==> src/rhpd_cfg.svh <==
// Purpose: offsets, field positions and reset values of the root hub
//          port power descriptor block
// Assumes: byte offsets within the host controller register space
// Notes:   definitions only
`ifndef RHPD_CFG_SVH
`define RHPD_CFG_SVH

// ==========================================================
// register offsets
`define RHPD_OFF_DESC_A      8'h48
`define RHPD_OFF_DESC_B      8'h4C
`define RHPD_OFF_HUB_STAT    8'h50

// ==========================================================
// field positions
`define RHPD_PG_TIME_LSB     24
`define RHPD_NO_OVC_BIT      12
`define RHPD_OVC_MODE_BIT    11
`define RHPD_NO_PWR_SW_BIT   9
`define RHPD_SW_MODE_BIT     8
`define RHPD_SET_GLOBAL_BIT  16
`define RHPD_CLR_GLOBAL_BIT  0
`define RHPD_MAX_PORTS       15

// ==========================================================
// reset values and write masks
`define RHPD_PG_TIME_RST     8'hFF
`define RHPD_NO_OVC_RST      1'b0
`define RHPD_OVC_MODE_RST    1'b1
`define RHPD_NO_PWR_SW_RST   1'b0
`define RHPD_SW_MODE_RST     1'b1
`define RHPD_MASK_RST_1P     16'h0002
`define RHPD_MASK_RST_2P     16'h0006
`define RHPD_FIXED_RST       16'h0000
`define RHPD_MASK_WR         16'hF7FE
`define RHPD_FIXED_WR        16'hFFFE
`define RHPD_NPORT_1P        8'h01
`define RHPD_NPORT_2P        8'h02

`endif

==> src/rhpd_pkg.sv <==
// Purpose: shared types of the root hub port power descriptor block
// Assumes: constants live in rhpd_cfg.svh
// Notes:   types only
package rhpd_pkg;

	// ==========================================================
	// power switching mode as seen by the port logic
	typedef enum logic [1:0] {
		RHPD_SW_NONE   = 2'b00,
		RHPD_SW_GANGED = 2'b01,
		RHPD_SW_PORT   = 2'b10
	} rhpd_sw_mode_e;

	typedef logic [15:0] rhpd_portvec_t;

endpackage

==> src/rhpd_top.sv <==
// Purpose: root hub descriptor A/B registers and port power switching
// Assumes: register strobes and port commands come from logic on mclk_i
// Notes:   read data is valid in the cycle after reg_rd_i
//
// How it works
// - no-power-switch flag set keeps every existing port powered
// - mode select only matters while no-power-switch flag is clear
// - ganged mode switches all ports together
// - per-port mode: masked ports take port commands, others global ones
// - port count field is 8 bits, value between 1 and 15
// - port power mask sits in descriptor B bits 31..16, bit 0 reserved
// - mask is ignored while ganged mode is selected
// - device fixed bits in 15..0, bit 0 reserved, set means fixed
// - mask resets with bit 17 set, bit 18 set only for two ports
// - ganged mode: writing 1 to set global power powers all ports
// - per-port mode: set global power acts only on unmasked ports
`timescale 1ns/1ps
`default_nettype none

`include "rhpd_cfg.svh"

module rhpd_top
	import rhpd_pkg::*;
#(
	parameter bit TWO_PORT = 1'b1
) (
	input  wire logic        mclk_i,
	input  wire logic        reset_i,
	input  wire logic [7:0]  reg_addr_i,
	input  wire logic        reg_wr_i,
	input  wire logic        reg_rd_i,
	input  wire logic [31:0] reg_wdata_i,
	output logic      [31:0] reg_rdata_o,
	input  wire logic [15:0] port_set_pwr_i,
	input  wire logic [15:0] port_clr_pwr_i,
	output logic      [15:0] port_pwr_o,
	output logic             no_power_switch_flag_o,
	output logic      [15:0] device_fixed_bits_o
);

	localparam int NPORTS = TWO_PORT ? 2 : 1;

	// ==========================================================
	// register state
	logic [7:0]    pwr_good_time_r;
	logic          no_ovc_prot_r;
	logic          ovc_per_port_r;
	logic          no_power_switch_flag_r;
	logic          power_switch_mode_sel_r;
	rhpd_portvec_t port_power_mask_r;
	rhpd_portvec_t device_fixed_bits_r;
	logic [31:0]   rdata_r;
	logic [31:0]   rdata_nxt;

	// ==========================================================
	// address decode and register images
	wire        sel_a    = (reg_addr_i == `RHPD_OFF_DESC_A);
	wire        sel_b    = (reg_addr_i == `RHPD_OFF_DESC_B);
	wire        sel_stat = (reg_addr_i == `RHPD_OFF_HUB_STAT);
	wire        wr_a     = reg_wr_i & sel_a;
	wire        wr_b     = reg_wr_i & sel_b;
	wire        wr_stat  = reg_wr_i & sel_stat;
	// port count is fixed by the build, never by software
	wire [7:0]  downstream_port_count =
		TWO_PORT ? `RHPD_NPORT_2P : `RHPD_NPORT_1P;
	wire [31:0] desc_a_img = {pwr_good_time_r, 11'h000, no_ovc_prot_r,
		ovc_per_port_r, 1'b0, no_power_switch_flag_r,
		power_switch_mode_sel_r, downstream_port_count};
	wire [31:0] desc_b_img = {port_power_mask_r,
		device_fixed_bits_r};
	wire [15:0] mask_rst = TWO_PORT ? `RHPD_MASK_RST_2P
		: `RHPD_MASK_RST_1P;

	// only a written 1 acts; a written 0 is no command
	wire set_global_power = wr_stat
		& reg_wdata_i[`RHPD_SET_GLOBAL_BIT];
	wire clr_global_power = wr_stat & reg_wdata_i[`RHPD_CLR_GLOBAL_BIT];

	// ==========================================================
	// descriptor A
	always_ff @(posedge mclk_i) begin
		if (reset_i) begin
			pwr_good_time_r         <= `RHPD_PG_TIME_RST;
			no_ovc_prot_r           <= `RHPD_NO_OVC_RST;
			ovc_per_port_r          <= `RHPD_OVC_MODE_RST;
			no_power_switch_flag_r  <= `RHPD_NO_PWR_SW_RST;
			power_switch_mode_sel_r <= `RHPD_SW_MODE_RST;
		end else if (wr_a) begin
			pwr_good_time_r <=
				reg_wdata_i[`RHPD_PG_TIME_LSB +: 8];
			no_ovc_prot_r <=
				reg_wdata_i[`RHPD_NO_OVC_BIT];
			ovc_per_port_r <=
				reg_wdata_i[`RHPD_OVC_MODE_BIT];
			no_power_switch_flag_r <=
				reg_wdata_i[`RHPD_NO_PWR_SW_BIT];
			power_switch_mode_sel_r <=
				reg_wdata_i[`RHPD_SW_MODE_BIT];
		end
	end

	// ==========================================================
	// descriptor B; reserved bit 0 of each half stays zero
	always_ff @(posedge mclk_i) begin
		if (reset_i) begin
			port_power_mask_r   <= mask_rst;
			device_fixed_bits_r <= `RHPD_FIXED_RST;
		end else if (wr_b) begin
			port_power_mask_r   <= reg_wdata_i[31:16]
				& `RHPD_MASK_WR;
			device_fixed_bits_r <= reg_wdata_i[15:0]
				& `RHPD_FIXED_WR;
		end
	end

	// ==========================================================
	// read path; unmapped and status reads return zero
	assign rdata_nxt = !reg_rd_i ? 32'h0000_0000
		: sel_a ? desc_a_img
		: sel_b ? desc_b_img
		: 32'h0000_0000;

	always_ff @(posedge mclk_i) begin
		if (reset_i)
			rdata_r <= 32'h0000_0000;
		else
			rdata_r <= rdata_nxt;
	end

	assign reg_rdata_o = rdata_r;

	// ==========================================================
	// switching mode decode
	rhpd_sw_mode_e sw_mode;
	assign sw_mode = no_power_switch_flag_r ? RHPD_SW_NONE
		: power_switch_mode_sel_r ? RHPD_SW_PORT
		: RHPD_SW_GANGED;

	wire ganged   = (sw_mode == RHPD_SW_GANGED);
	wire per_port = (sw_mode == RHPD_SW_PORT);
	// in ganged mode a port command is taken as a command for all ports
	wire any_set  = |port_set_pwr_i[15:1];
	wire any_clr  = |port_clr_pwr_i[15:1];
	wire gang_set = set_global_power | any_set;
	wire gang_clr = clr_global_power | any_clr;

	rhpd_portvec_t port_here;
	rhpd_portvec_t port_set;
	rhpd_portvec_t port_clr;
	rhpd_portvec_t port_pwr;

	assign port_here[0] = 1'b0;
	assign port_set[0]  = 1'b0;
	assign port_clr[0]  = 1'b0;
	assign port_pwr[0]  = 1'b0;

	// ==========================================================
	// per-port steering and power flops
	genvar n;
	generate
		for (n = 1; n <= `RHPD_MAX_PORTS; n++) begin : g_port
			wire masked = per_port & port_power_mask_r[n];
			assign port_here[n] = (n <= NPORTS);
			// masked ports see only their own commands
			assign port_set[n] = ganged ? gang_set
				: masked ? port_set_pwr_i[n]
				: set_global_power;
			assign port_clr[n] = ganged ? gang_clr
				: masked ? port_clr_pwr_i[n]
				: clr_global_power;
			rhpd_port_pwr u_pwr (
				.mclk_i      (mclk_i),
				.reset_i     (reset_i),
				.port_here_i (port_here[n]),
				.always_on_i (no_power_switch_flag_r),
				.set_i       (port_set[n]),
				.clr_i       (port_clr[n]),
				.pwr_o       (port_pwr[n])
			);
		end
	endgenerate

	assign port_pwr_o             = port_pwr;
	assign no_power_switch_flag_o = no_power_switch_flag_r;
	assign device_fixed_bits_o    = device_fixed_bits_r;

	// ==========================================================
	// checks; modes taken straight from the register bits so that a
	// broken mode decode cannot hide behind its own expression
	wire        chk_gang  = !no_power_switch_flag_r
		&& !power_switch_mode_sel_r;
	wire        chk_port  = !no_power_switch_flag_r
		&& power_switch_mode_sel_r;
	wire [15:0] chk_ports = TWO_PORT ? 16'h0006 : 16'h0002;
endmodule // rhpd_top

`default_nettype wire

==> src/rhpd_port_pwr.sv <==
// Purpose: power state of one downstream port
// Assumes: set and clear already steered by the switching mode
// Notes:   set wins when both arrive in one cycle
`timescale 1ns/1ps
`default_nettype none

module rhpd_port_pwr (
	input  wire logic mclk_i,
	input  wire logic reset_i,
	input  wire logic port_here_i,
	input  wire logic always_on_i,
	input  wire logic set_i,
	input  wire logic clr_i,
	output logic      pwr_o
);

	logic pwr_r;
	logic pwr_nxt;

	// ==========================================================
	// next power state
	always_comb begin
		pwr_nxt = pwr_r;
		if (set_i)
			pwr_nxt = 1'b1;
		else if (clr_i)
			pwr_nxt = 1'b0;
		if (always_on_i)
			pwr_nxt = 1'b1;
		if (!port_here_i)
			pwr_nxt = 1'b0;
	end

	always_ff @(posedge mclk_i) begin
		if (reset_i)
			pwr_r <= 1'b0;
		else
			pwr_r <= pwr_nxt;
	end

	assign pwr_o = pwr_r;

endmodule // rhpd_port_pwr

`default_nettype wire

==> config.mk <==
export PLATFORM = sky130hd
export DESIGN_NAME = rhpd_top
export DESIGN_NICKNAME = d
export VERILOG_FILES = /design/src/rhpd_pkg.sv /design/src/rhpd_top.sv /design/src/rhpd_port_pwr.sv
export VERILOG_INCLUDE_DIRS = /design/src /design/src/src
export SDC_FILE = /design/constraint.sdc
export NUM_CORES = 1
export LEC_CHECK = 0
export BUFFER_PORTS_ARGS = -buffer_cell sky130_fd_sc_hd__buf_2
export CAP_MARGIN = 15
export CORE_MARGIN = 5
export CORE_UTILIZATION = 45
export DETAILED_ROUTE_END_ITERATION = 10
export PLACE_DENSITY = 0.79
export SETUP_SLACK_MARGIN = 0.5
export SLEW_MARGIN = 20
export SYNTH_ARGS = -nofsm -noshare
export SYNTH_HDL_FRONTEND = slang
export SYNTH_SLANG_ARGS = --single-unit
==> constraint.sdc <==
create_clock -name mclk_i -period 2.8 [get_ports mclk_i]
set_clock_uncertainty 0.05 [all_clocks]
set_input_delay 0.28 -clock mclk_i [delete_from_list [all_inputs] [get_ports mclk_i]]
set_output_delay 0.28 -clock mclk_i [all_outputs]
set_load 0.01 [all_outputs]
### Yosys cells after proc, flatten, opt, wreduce, memory -nomap -nowiden

Cells that the tools add are included.

* mux-type cells: 18
* reductions and logical operators: 6
* bitwise logic cells: 11
* equal/unequal tests: 5

Operators with widths (number)
* two-way mux 32 bit: 2
* OR reduction 15 bit: 2
* == test 8 x 7 -> 1 bit, second input constant: 3
* two-way mux 1 bit: 14
* bitwise AND 1 bit: 7
* nonzero test 3 bit: 2
* two-way mux 2 bit: 2
* OR reduction 4 bit: 1
* == test 2 x 1 -> 1 bit, second input constant: 1
* == test 2 bit, second input constant: 1
* NOT 1 bit: 2
* OR 1 bit: 2
* OR reduction 2 bit: 1

* output and inout port bits: 65
* register bits: 73
* logic and storage cells: 51
* input port bits: 76

### Depth between registers and ports, before layout

Gate-level depths: netlist of the first run.

* word-level depth: 9
* gate-level depth with buffers: 6
* gate-level depth less buffers: 4

### By module

Synthesis of the first run repeated with hierarchy kept, for this count alone.

* cells, all modules: 410
* area, all modules: 3962.6 um^2

By module, submodules not included
* rhpd_top: times used 1, area each 3362.0 um^2, sequential area each 1421.4 um^2, cells each 350
* rhpd_port_pwr: times used 15, area each 40.0 um^2, sequential area each 20.0 um^2, cells each 4

### Worst setup path after synthesis of the first run

Ideal clock, no wire load.

* path type: in2reg
* start: in reg_addr_i[7]
* end: reg rdata_r[10], in the netlist reg_rdata_o[10]
* arrival: 1.820 ns
* slack: 0.871 ns
* stages: 6
* path buffers: 2
* required time: 2.691 ns
* path through: or4b_4 -> or4_1 -> buf_4 -> nor2_8 -> buf_6 -> and2_1

* cells in the longest elaborated chain, start to end: 3

Ends and longest elaborated chain
* from (decl): line rhpd_top.sv:29 `input wire logic [7:0] reg_addr_i,`
* == test 8 x 7 -> 1 bit (no source line)
* NOT 1 bit (no source line)
* OR reduction 4 bit (no source line) (*)
* to (signal assigned): line rhpd_top.sv:127 `rdata_r <= rdata_nxt;`
* to (decl): line rhpd_top.sv:52 `logic [31:0] rdata_r;`

Every way passes the cells marked *; elsewhere a longest branch is shown, timed or not.
A chain may end at the register's enable or synchronous reset.

### Final worst setup path of the first run

* start: in reg_addr_i[7]
* end: reg rdata_r[27], in the netlist reg_rdata_o[27]

* cells in the longest elaborated chain, start to end: 2

Ends and longest elaborated chain
* == test 8 x 7 -> 1 bit (no source line)
* two-way mux 32 bit: line rhpd_top.sv:119 `: sel_a ? desc_a_img`

Every way passes these cells.

==> results_dict.tcl, run 1 <==
set metrics [dict create \
    min_period_ns 2.02 \
    start_kind "primary input" \
    holdCritPathClass "primary input to flip-flop" \
    synth_seq_cells 73 \
    drv_slew 0 \
    critPathCaptureType "flip-flop" \
    hold_violations 0 \
    netlist_area_um2 2830 \
    ir_drop_uv 488 \
    nNetsFinal 472 \
    synth_cell_types 33 \
    fmax_mhz 494 \
    initial_core_util 0.454 \
    yosysWarnings 0 \
    required_ns 3.00 \
    maxCapViolCount 0 \
    crit_family "simple AND/OR/NAND/NOR gates" \
    diodes 0 \
    crit_fanout 9 \
    clock_latency_ns 0.34 \
    cts.sinks 73 \
    vias_per_cell 4.83 \
    place_ws_ns 0.394 \
    timing.final.ws_setup_ns 0.777 \
    post_cts_buffers 0 \
    routed_wl_um 6680 \
    grt_usage 0.167 \
    core_um2 6240 \
    port_buffers 121 \
    ys.flop_type "dfxtp_1" \
    numCtsBuffers 9 \
    io_pins 141 \
    critical_path_class "primary input to flip-flop" \
    cts_resized 0 \
    synth_edf_count 0 \
    die_h_um 89.4 \
    async_flop_share 0 \
    clkTransAtPathRegs_ns 0.07 \
    grt_antenna_before_repair 0 \
    cts_tree "done" \
    syn_inst 276 \
    area_delta_synth_final_pct 30.0 \
    hold_buffers 0 \
    rows 29 \
    syn_area_per_cell_um2 10.3 \
    clock_path_buffers 2 \
    ant_nets 0 \
    cp_slowest_cell "or4_1" \
    grt_pass1_wl_um 10100 \
    status "finished, final reports clean" \
    wl_per_cell_um 14.0 \
    via_count 2309 \
    drive_gt1_frac 0.359 \
    die_w_um 89.4 \
    setup_violations 0 \
    place_congestion 0.881 \
    crit_buf_inv 2 \
    cp_slowest_stage_delay_ns 0.78 \
    firstDrtPassIters 4 \
    powerDensity_nw_per_um2 590 \
    crit_chain "buf_2 -> or4b_4 -> or4_1 -> buf_4 -> nor3b_1" \
    finalSetupTns_ns 0 \
    htree_levels 3 \
    overflow 0 \
    cts_root_buf "clkbuf_8" \
    grt_pass1_vias 2287 \
    drc 0 \
    place_hpwl_um 5070 \
    leakagePower_nw 1.72 \
    grt_max_degree 32 \
    dieArea_um2 7990 \
    fin_crit_sh 0.723 \
    seq_area_frac_synth 0.516 \
    critPathArrivalTime_ns 2.23 \
    rsz0062_at_grt "false" \
    drt_iter0_markers 61 \
]
flip-flops by register name, summed over array words and instances (netlist names):
| name | flops |
|---|---|
| g_port.u_pwr.pwr_o | 2 |
| no_power_switch_flag_o | 1 |
| power_switch_mode_sel_r | 1 |
| port_power_mask_r | 14 |
| pwr_good_time_r | 8 |
| ovc_per_port_r | 1 |
| no_ovc_prot_r | 1 |
| device_fixed_bits_o | 15 |
| reg_rdata_o | 30 |
synth_stat cells (all sizes together), types with 2 or more instances:
| master | number | area (µm²) |
|---|---|---|
| a21oi | 5 | 25.0 |
| and2 | 15 | 93.8 |
| buf | 26 | 194 |
| clkbuf | 6 | 22.5 |
| dfxtp | 73 | 1460 |
| inv | 6 | 22.5 |
| mux2i | 50 | 500 |
| nand2 | 15 | 56.3 |
| nand2b | 4 | 25.0 |
| nand4 | 2 | 12.5 |
| nor2 | 44 | 181 |
| nor3 | 3 | 15.0 |
| nor4 | 5 | 52.6 |
| o211ai | 2 | 15.0 |
| o21a | 2 | 15.0 |
| o21ai | 2 | 10.0 |
| o32ai | 2 | 17.5 |
| or4 | 4 | 30.0 |
per-stage QoR:
step / util / cells / total power (W) / area, µm² / hold slack (ns)
floorplan: - / 292 / 0.00114 / 2890 / 0.358
CTS: 0.590 / 478 / 0.00220 / 3680 / 0.0973
global route: 0.590 / 478 / 0.00226 / 3680 / 0.111
finish: 0.590 / 478 / 0.00217 / 3680 / 0.116
detailed placement: 0.550 / 462 / 0.00118 / 3430 / 0.391
global placement: 0.550 / 462 / 0.00118 / 3430 / 0.389
routing by layer:
layer | track usage | vias up | share of wire
met5 | 0 | - | 0
met1 | 0.178 | 1067 | 0.39
met3 | 0.0396 | 11 | 0.095
met2 | 0.304 | 93 | 0.50
li1 | - | 1138 | -
met4 | 0.0853 | 0 | 0.018
worst reg2reg max path, cell delays in order, from the launching register on:
cell and delay [ns]:
dfxtp_1 0.45, nor2_1 0.10, o41ai_1 0.07, o311ai_0 0.23, o32ai_1 0.35
cells by family (layout without fill, tap and decap cells):
logic type | count (synthesis) | in the layout | share of synthesized area
compound gates | 16 | 16 | 0.0389
buf+inv | 38 | 147 | 0.0843
flops | 73 | 73 | 0.516
mux | 50 | 50 | 0.177
other cells | 1 | 17 | 0.00132
simple gates | 98 | 98 | 0.183
placed cells by master (no fill, tap or decap), drive strengths merged, types with 2 or more instances in the layout:
cell,instances
dfxtp,73
nand4,2
mux2i,50
nor4,5
inv,6
o32ai,2
bufinv,3
o21ai,2
nor2,44
clkbuf,12
buf,125
nand2b,4
nand2,15
a21oi,5
or4,4
and2,15
conb,17
nor3,3
o21a,2
o211ai,2
worst paths after layout:
check	startpoint	end	slack [ns]	depth (start not counted)
setup / recovery	reg_addr_i[7]	reg_rdata_o[27]	0.78	5
hold / removal	reg_wdata_i[27]	pwr_good_time_r[3]	0.12	3
setup reg to reg	no_power_switch_flag_o	g_port[1].u_pwr.pwr_o	1.46	4
hold reg to reg	port_power_mask_r[3]	reg_rdata_o[19]	0.41	1
power by group:
group | internal (W) | switching [W] | total (W)
sequential | 0.00104 | 0.00000144 | 0.00104
combinational | 0.0000552 | 0.0000623 | 0.000118
clock | 0.000643 | 0.000370 | 0.00101
area by class of cell:
| type | instances | area, µm² |
|---|---|---|
| Tap cell | 77 | 96.3 |
| Clock inverter | 4 | 98.8 |
| Sequential cell | 73 | 1460 |
| Clock buffer | 12 | 155 |
| Fill cell | 564 | 2560 |
| Timing Repair Buffer | 125 | 648 |
| Multi-Input combinational cell | 181 | 1200 |
| Inverter | 6 | 22.5 |
Note: power is estimated with default switching activity, not from simulation.
==> run 2: changes to the inputs <==
==> constraint.sdc (replaced) <==
create_clock -name mclk_i -period 1.9 [get_ports mclk_i]
set_clock_uncertainty 0.05 [all_clocks]
set_input_delay 0.19 -clock mclk_i [delete_from_list [all_inputs] [get_ports mclk_i]]
set_output_delay 0.19 -clock mclk_i [all_outputs]
set_load 0.01 [all_outputs]
==> run 2 against run 1 <==
  * Utilization rose by 5.0 points
  * Setup slack lost 0.41 ns
  * Die area is the same
==> results_dict.tcl, run 2 (synthesized netlist as in run 1, its figures left out) <==
set metrics [dict create \
    status "finished, final reports clean" \
    nNetsFinal 487 \
    hold_violations 0 \
    fin_crit_sh 0.805 \
    place_congestion 0.778 \
    diodes 0 \
    die_h_um 89.4 \
    wl_per_cell_um 14.8 \
    powerDensity_nw_per_um2 795 \
    critPathCaptureType "flip-flop" \
    vias_per_cell 4.90 \
    cts_tree "done" \
    power_frac_seq 0.483 \
    drt_iter0_markers 56 \
    leakagePower_nw 1.85 \
    maxCapViolCount 0 \
    core_um2 6240 \
    required_ns 2.12 \
    firstDrtPassIters 4 \
    via_count 2409 \
    drv_slew 0 \
    dp.cells 465 \
    place_ws_ns -0.110 \
    die_w_um 89.4 \
    grt_pass1_vias 2296 \
    cts_root_buf "clkbuf_8" \
    io_pins 141 \
    finalSetupTns_ns 0 \
    netSwitchingPower_w 0.000654 \
    timing.final.ws_setup_ns 0.370 \
    holdCritPathClass "primary input to flip-flop" \
    clkTransAtPathRegs_ns 0.07 \
    grt_usage 0.179 \
    stdcell_count 492 \
    placedInstanceArea_um2 3470 \
    min_period_ns 1.53 \
    critPathArrivalTime_ns 1.75 \
    ir_drop_uv 535 \
    cts.sinks 73 \
    pwr-share-clk 0.457 \
    crit_chain "buf_6 -> or4b_4 -> or4_4 -> buf_12 -> nor3b_2" \
    numCtsBuffers 9 \
    p_total_w 0.00318 \
    ant_nets 0 \
    p_sw_frac 0.206 \
    initial_core_util 0.454 \
    routed_wl_um 7290 \
    clock_latency_ns 0.33 \
    pwr-share-comb 0.060 \
    grt_antenna_before_repair 0 \
    crit_family "simple AND/OR/NAND/NOR gates" \
    drive_gt1_frac 0.429 \
    cp_slowest_cell "or4b_4" \
    area_delta_synth_final_pct 41.0 \
    clock_path_buffers 2 \
    drc 0 \
    port_buffers 121 \
    cp_slowest_stage_delay_ns 0.57 \
    place_hpwl_um 4850 \
    final_area_um2 4000 \
    crit_buf_inv 2 \
    final_common_cell "buf_2" \
    p_int_w 0.00252 \
    grt_max_degree 32 \
    final_cell_mix "buf_2, dfxtp_1, mux2i_1" \
    rows 29 \
    fmax_mhz 654 \
    hold_buffers 0 \
    grt_pass1_wl_um 10700 \
    htree_levels 3 \
    dieArea_um2 7990 \
    critical_path_class "primary input to flip-flop" \
    start_kind "primary input" \
    largest_register_ffs 30 \
    rsz0062_at_grt "true" \
    setup_violations 0 \
    crit_fanout 8 \
    overflow 0 \
]
run 2: changes by cell type in the layout (fill, tap and decap cells not counted), moves of 2 or more:
cell and delta:
and2_1 -3, and2_4 +3, buf_12 +3, buf_4 +6, buf_6 +3, clkbuf_16 +2
mux2i_1 -3, mux2i_2 +3, nor2_1 -7, nor2_4 +8, or4_1 -2, or4_4 +2
run 2: tightest hold or removal path: stages:
cell and delay (ns):
buf_2 0.09, mux2i_1 0.06, nand2_1 0.05
run 2: final cells by class:
class	instances	area (µm²)
Clock inverter	5	104
Fill cell	532	2240
Multi-Input combinational cell	182	1330
Tap cell	77	96.3
Timing Repair Buffer	139	847
Clock buffer	10	138
Sequential cell	73	1460
Inverter	6	22.5
run 2: metrics by stage:
stage | util | hold WS, ns
2_1_floorplan | - | 0.268
3_3_place_gp | 0.557 | 0.359
3_5_place_dp | 0.557 | 0.361
4_1_cts | 0.623 | 0.0202
5_1_grt | 0.640 | 0.0219
6_report | 0.640 | 0.0298
run 2: worst paths after layout:
path,startpoint,depth (start not counted),slack [ns],endpoint
setup reg to reg,no_power_switch_flag_o,4,0.67,g_port[2].u_pwr.pwr_o
hold reg to reg,port_power_mask_r[4],1,0.41,reg_rdata_o[20]
setup / recovery,reg_addr_i[0],5,0.37,reg_rdata_o[27]
hold / removal,reg_wdata_i[28],3,0.03,pwr_good_time_r[4]
run 2: per-layer routing:
| layer | GRT usage | wire (µm) |
|---|---|---|
| met1 | 0.210 | 2780 |
| met2 | 0.313 | 3740 |
| met3 | 0.0498 | 669 |
| met4 | 0.0622 | 108 |
| met5 | 0 | 0 |
run 2: power groups by stage:
| stage | Clock (W) | Combinational, W | Sequential [W] |
|---|---|---|---|
| floorplan | 0 | 0.000104 | 0.00157 |
| global placement | 0 | 0.000172 | 0.00157 |
| detailed placement | 0 | 0.000175 | 0.00157 |
| CTS | 0.00148 | 0.000185 | 0.00154 |
| global route | 0.00155 | 0.000209 | 0.00154 |
| finish | 0.00145 | 0.000191 | 0.00154 |
run 2: repair_timing:
action                                  in CTS  in global routing
endpoints found under the setup margin      73                 72
setup buffers                                6                  2
gates cloned                                 3                  1
gates resized for setup                     14                 22
endpoints found under the hold margin        0                  0
pin swaps                                   24                 12
==> run 3: changes to the inputs <==
--- a/config.mk
+++ b/config.mk
@@ -6,12 +6,13 @@
 export SDC_FILE = /design/constraint.sdc
 export NUM_CORES = 1
 export LEC_CHECK = 0
+export ABC_AREA = 1
 export BUFFER_PORTS_ARGS = -buffer_cell sky130_fd_sc_hd__buf_2
 export CAP_MARGIN = 15
 export CORE_MARGIN = 5
 export CORE_UTILIZATION = 45
 export DETAILED_ROUTE_END_ITERATION = 10
-export PLACE_DENSITY = 0.79
+export PLACE_DENSITY = 0.78
 export SETUP_SLACK_MARGIN = 0.5
 export SLEW_MARGIN = 20
 export SYNTH_ARGS = -nofsm -noshare
==> constraint.sdc (replaced) <==
create_clock -name mclk_i -period 1.6 [get_ports mclk_i]
set_clock_uncertainty 0.05 [all_clocks]
set_input_delay 0.16 -clock mclk_i [delete_from_list [all_inputs] [get_ports mclk_i]]
set_output_delay 0.16 -clock mclk_i [all_outputs]
set_load 0.01 [all_outputs]
==> run 3 against run 2 <==
  * Critical path depth fell by 3
  * Sequential share of layout area fell by 2.9 points
  * Sequential power rose by 18%
  * Flip-flop and latch count did not move
  * Setup slack improved by 0.065 ns
  * Cell area rose by 9.5%
  * Cell count rose by 28%
  * Die area rose by 4.7%
  * Clock power rose by 9%
  * Combinational power rose by 40%
  * Non-clock buffer count rose by 11
  * Largest power group unchanged
  * Highest routed layer is now met5
==> results_dict.tcl, run 3 <==
set metrics [dict create \
    synthXorXnorAreaFrac 0 \
    yosys.area_share.simple 0.305 \
    clock_path_buffers 2 \
    p_total_w 0.00367 \
    hold_violations 0 \
    grt_pass1_wl_um 13400 \
    drt_iter0_markers 167 \
    port_buffers 121 \
    required_ns 1.39 \
    synthMuxAreaShare 0 \
    fin_crit_sh 0.728 \
    numCtsBuffers 9 \
    core_um2 6390 \
    die_w_um 91.4 \
    routed_wl_um 8950 \
    finalSetupTns_ns 0 \
    place_hpwl_um 5830 \
    seq_area_frac_synth 0.490 \
    drive_gt1_frac 0.411 \
    area_delta_synth_final_pct 46.8 \
    overflow 0 \
    setup_violations 0 \
    min_period_ns 1.17 \
    fmax_mhz 858 \
    critPathCaptureType "primary output" \
    async_flop_share 0 \
    rsz0062_at_grt "true" \
    synth_cell_types 21 \
    clock_latency_ns 0.33 \
    final_cell_mix "buf_2, dfxtp_1, nand2_1, nand3_1, inv_1" \
    critPathArrivalTime_ns 0.96 \
    leakagePower_nw 2.11 \
    clkTransAtPathRegs_ns 0.07 \
    cts_tree "done" \
    syn_area_per_cell_um2 7.26 \
    whs_ns 0.0107 \
    cts_root_buf "clkbuf_8" \
    synth.area.top_cells "dfxtp_1, nand2_1, nand3_1, inv_1, a21oi_1" \
    status "finished, final reports clean" \
    start_kind "flip-flop" \
    ant_nets 0 \
    final_common_cell "buf_2" \
    yosysTopAreaCell "dfxtp_1" \
    grt_pass1_vias 2874 \
    die_h_um 91.4 \
    synth_seq_cells 73 \
    yosysMostFrequentCell "nand2_1" \
    initial_core_util 0.467 \
    rows 29 \
    io_pins 141 \
    netlist_area_um2 2980 \
    syn_inst 411 \
    nNetsFinal 626 \
    yosysWarnings 0 \
    cts.sinks 73 \
    largest_register_ffs 30 \
    drc 0 \
    wl_per_cell_um 14.2 \
    synthAdderAreaFrac 0 \
    powerDensity_nw_per_um2 838 \
    drv_slew 0 \
    holdCritPathClass "primary input to flip-flop" \
    synth_top_cells_by_count "nand2_1, dfxtp_1, nand3_1" \
    synth_edf_count 0 \
    critical_path_class "flip-flop to primary output" \
    synth_compound_area_frac 0.0654 \
    maxCapViolCount 0 \
    place_congestion 0.809 \
    via_count 3052 \
    crit_fanout 3 \
    vias_per_cell 4.83 \
    dieArea_um2 8360 \
    grt_max_degree 32 \
    ir_drop_uv 673 \
    ys.flop_type "dfxtp_1" \
    diodes 0 \
    grt_antenna_before_repair 1 \
    yosysTopAreaCellShare 0.490 \
    htree_levels 3 \
    synth_top_family_by_area "simple AND/OR/NAND/NOR gates" \
    firstDrtPassIters 6 \
    grt_usage 0.195 \
]
-- run 3: cell count changes after synthesis, sizes merged, moves of 4 or more --
cell / previous run / this run
clkbuf: 6 / 11
nand3: 0 / 66
and2: 15 / 1
mux2i: 50 / 0
nand2b: 4 / 0
or4: 4 / 0
inv: 6 / 48
a21oi: 5 / 35
nand2: 15 / 99
nor4: 5 / 0
-- run 3: cell families after synthesis --
| kind of cell | count (synthesis) |
|---|---|
| DFF | 73 |
| and+or+nand+nor | 212 |
| buffers and inverters | 87 |
| AOI/OAI and AO/OA | 38 |
| other | 1 |
-- run 3: final cells by class --
cell class	instances	area [µm²]
Clock inverter	5	78.8
Tap cell	77	96.3
Multi-Input combinational cell	268	1430
Sequential cell	73	1470
Clock buffer	11	141
Fill cell	557	2010
Inverter	48	199
Timing Repair Buffer	150	963
-- run 3: critical path: stages, from the launching register on --
cell and delay [ns]:
dfxtp_4 0.35, buf_4 0.14, buf_2 0.14
-- run 3: path summary, 6_finish.rpt --
kind / start / end / slack, ns / depth (start not counted)
max: no_power_switch_flag_o / no_power_switch_flag_o / 0.43 / 2
min: reg_wdata_i[25] / pwr_good_time_r[1] / 0.01 / 3
max reg2reg: port_power_mask_r[1] / g_port[1].u_pwr.pwr_o / 0.49 / 7
min reg2reg: port_power_mask_r[4] / reg_rdata_o[20] / 0.39 / 2
-- run 3: power breakdown --
group | total [W] | switching (W) | leakage, nW | internal, W
combinational | 0.000267 | 0.000152 | 1.41 | 0.000116
clock | 0.00158 | 0.000662 | 0.113 | 0.000919
sequential | 0.00182 | 0.00000297 | 0.592 | 0.00182
total | 0.00367 | 0.000816 | 2.11 | 0.00285
-- run 3: stage by stage --
stage | util | instances | cell area (µm²) | worst slack, ns
3_3_place_gp | 0.577 | 598 | 3680 | 0.0395
5_1_grt | 0.686 | 632 | 4380 | 0.329
3_5_place_dp | 0.577 | 598 | 3680 | -0.0111
4_1_cts | 0.627 | 622 | 4000 | 0.465
6_report | 0.686 | 632 | 4380 | 0.435
2_1_floorplan | - | 427 | 3140 | 0.330
-- run 3: per-layer routing --
| layer | up-vias | track usage | share of wire |
|---|---|---|---|
| li1 | 1539 | - | - |
| met1 | 1374 | 0.225 | 0.39 |
| met2 | 128 | 0.325 | 0.49 |
| met3 | 9 | 0.0802 | 0.11 |
| met4 | 2 | 0.0648 | 0.0080 |
| met5 | - | 0 | 0.0017 |
-- run 3: repair_timing --
| item | in CTS | in global routing |
|---|---|---|
| setup endpoints to repair | 46 | 68 |
| pin swaps | 2 | 1 |
| buffers inserted | 3 | 5 |
| hold buffers | 4 | 0 |
| cloned | 1 | 5 |
| gates resized for setup | 11 | 71 |
| hold endpoints to repair | 4 | 0 |
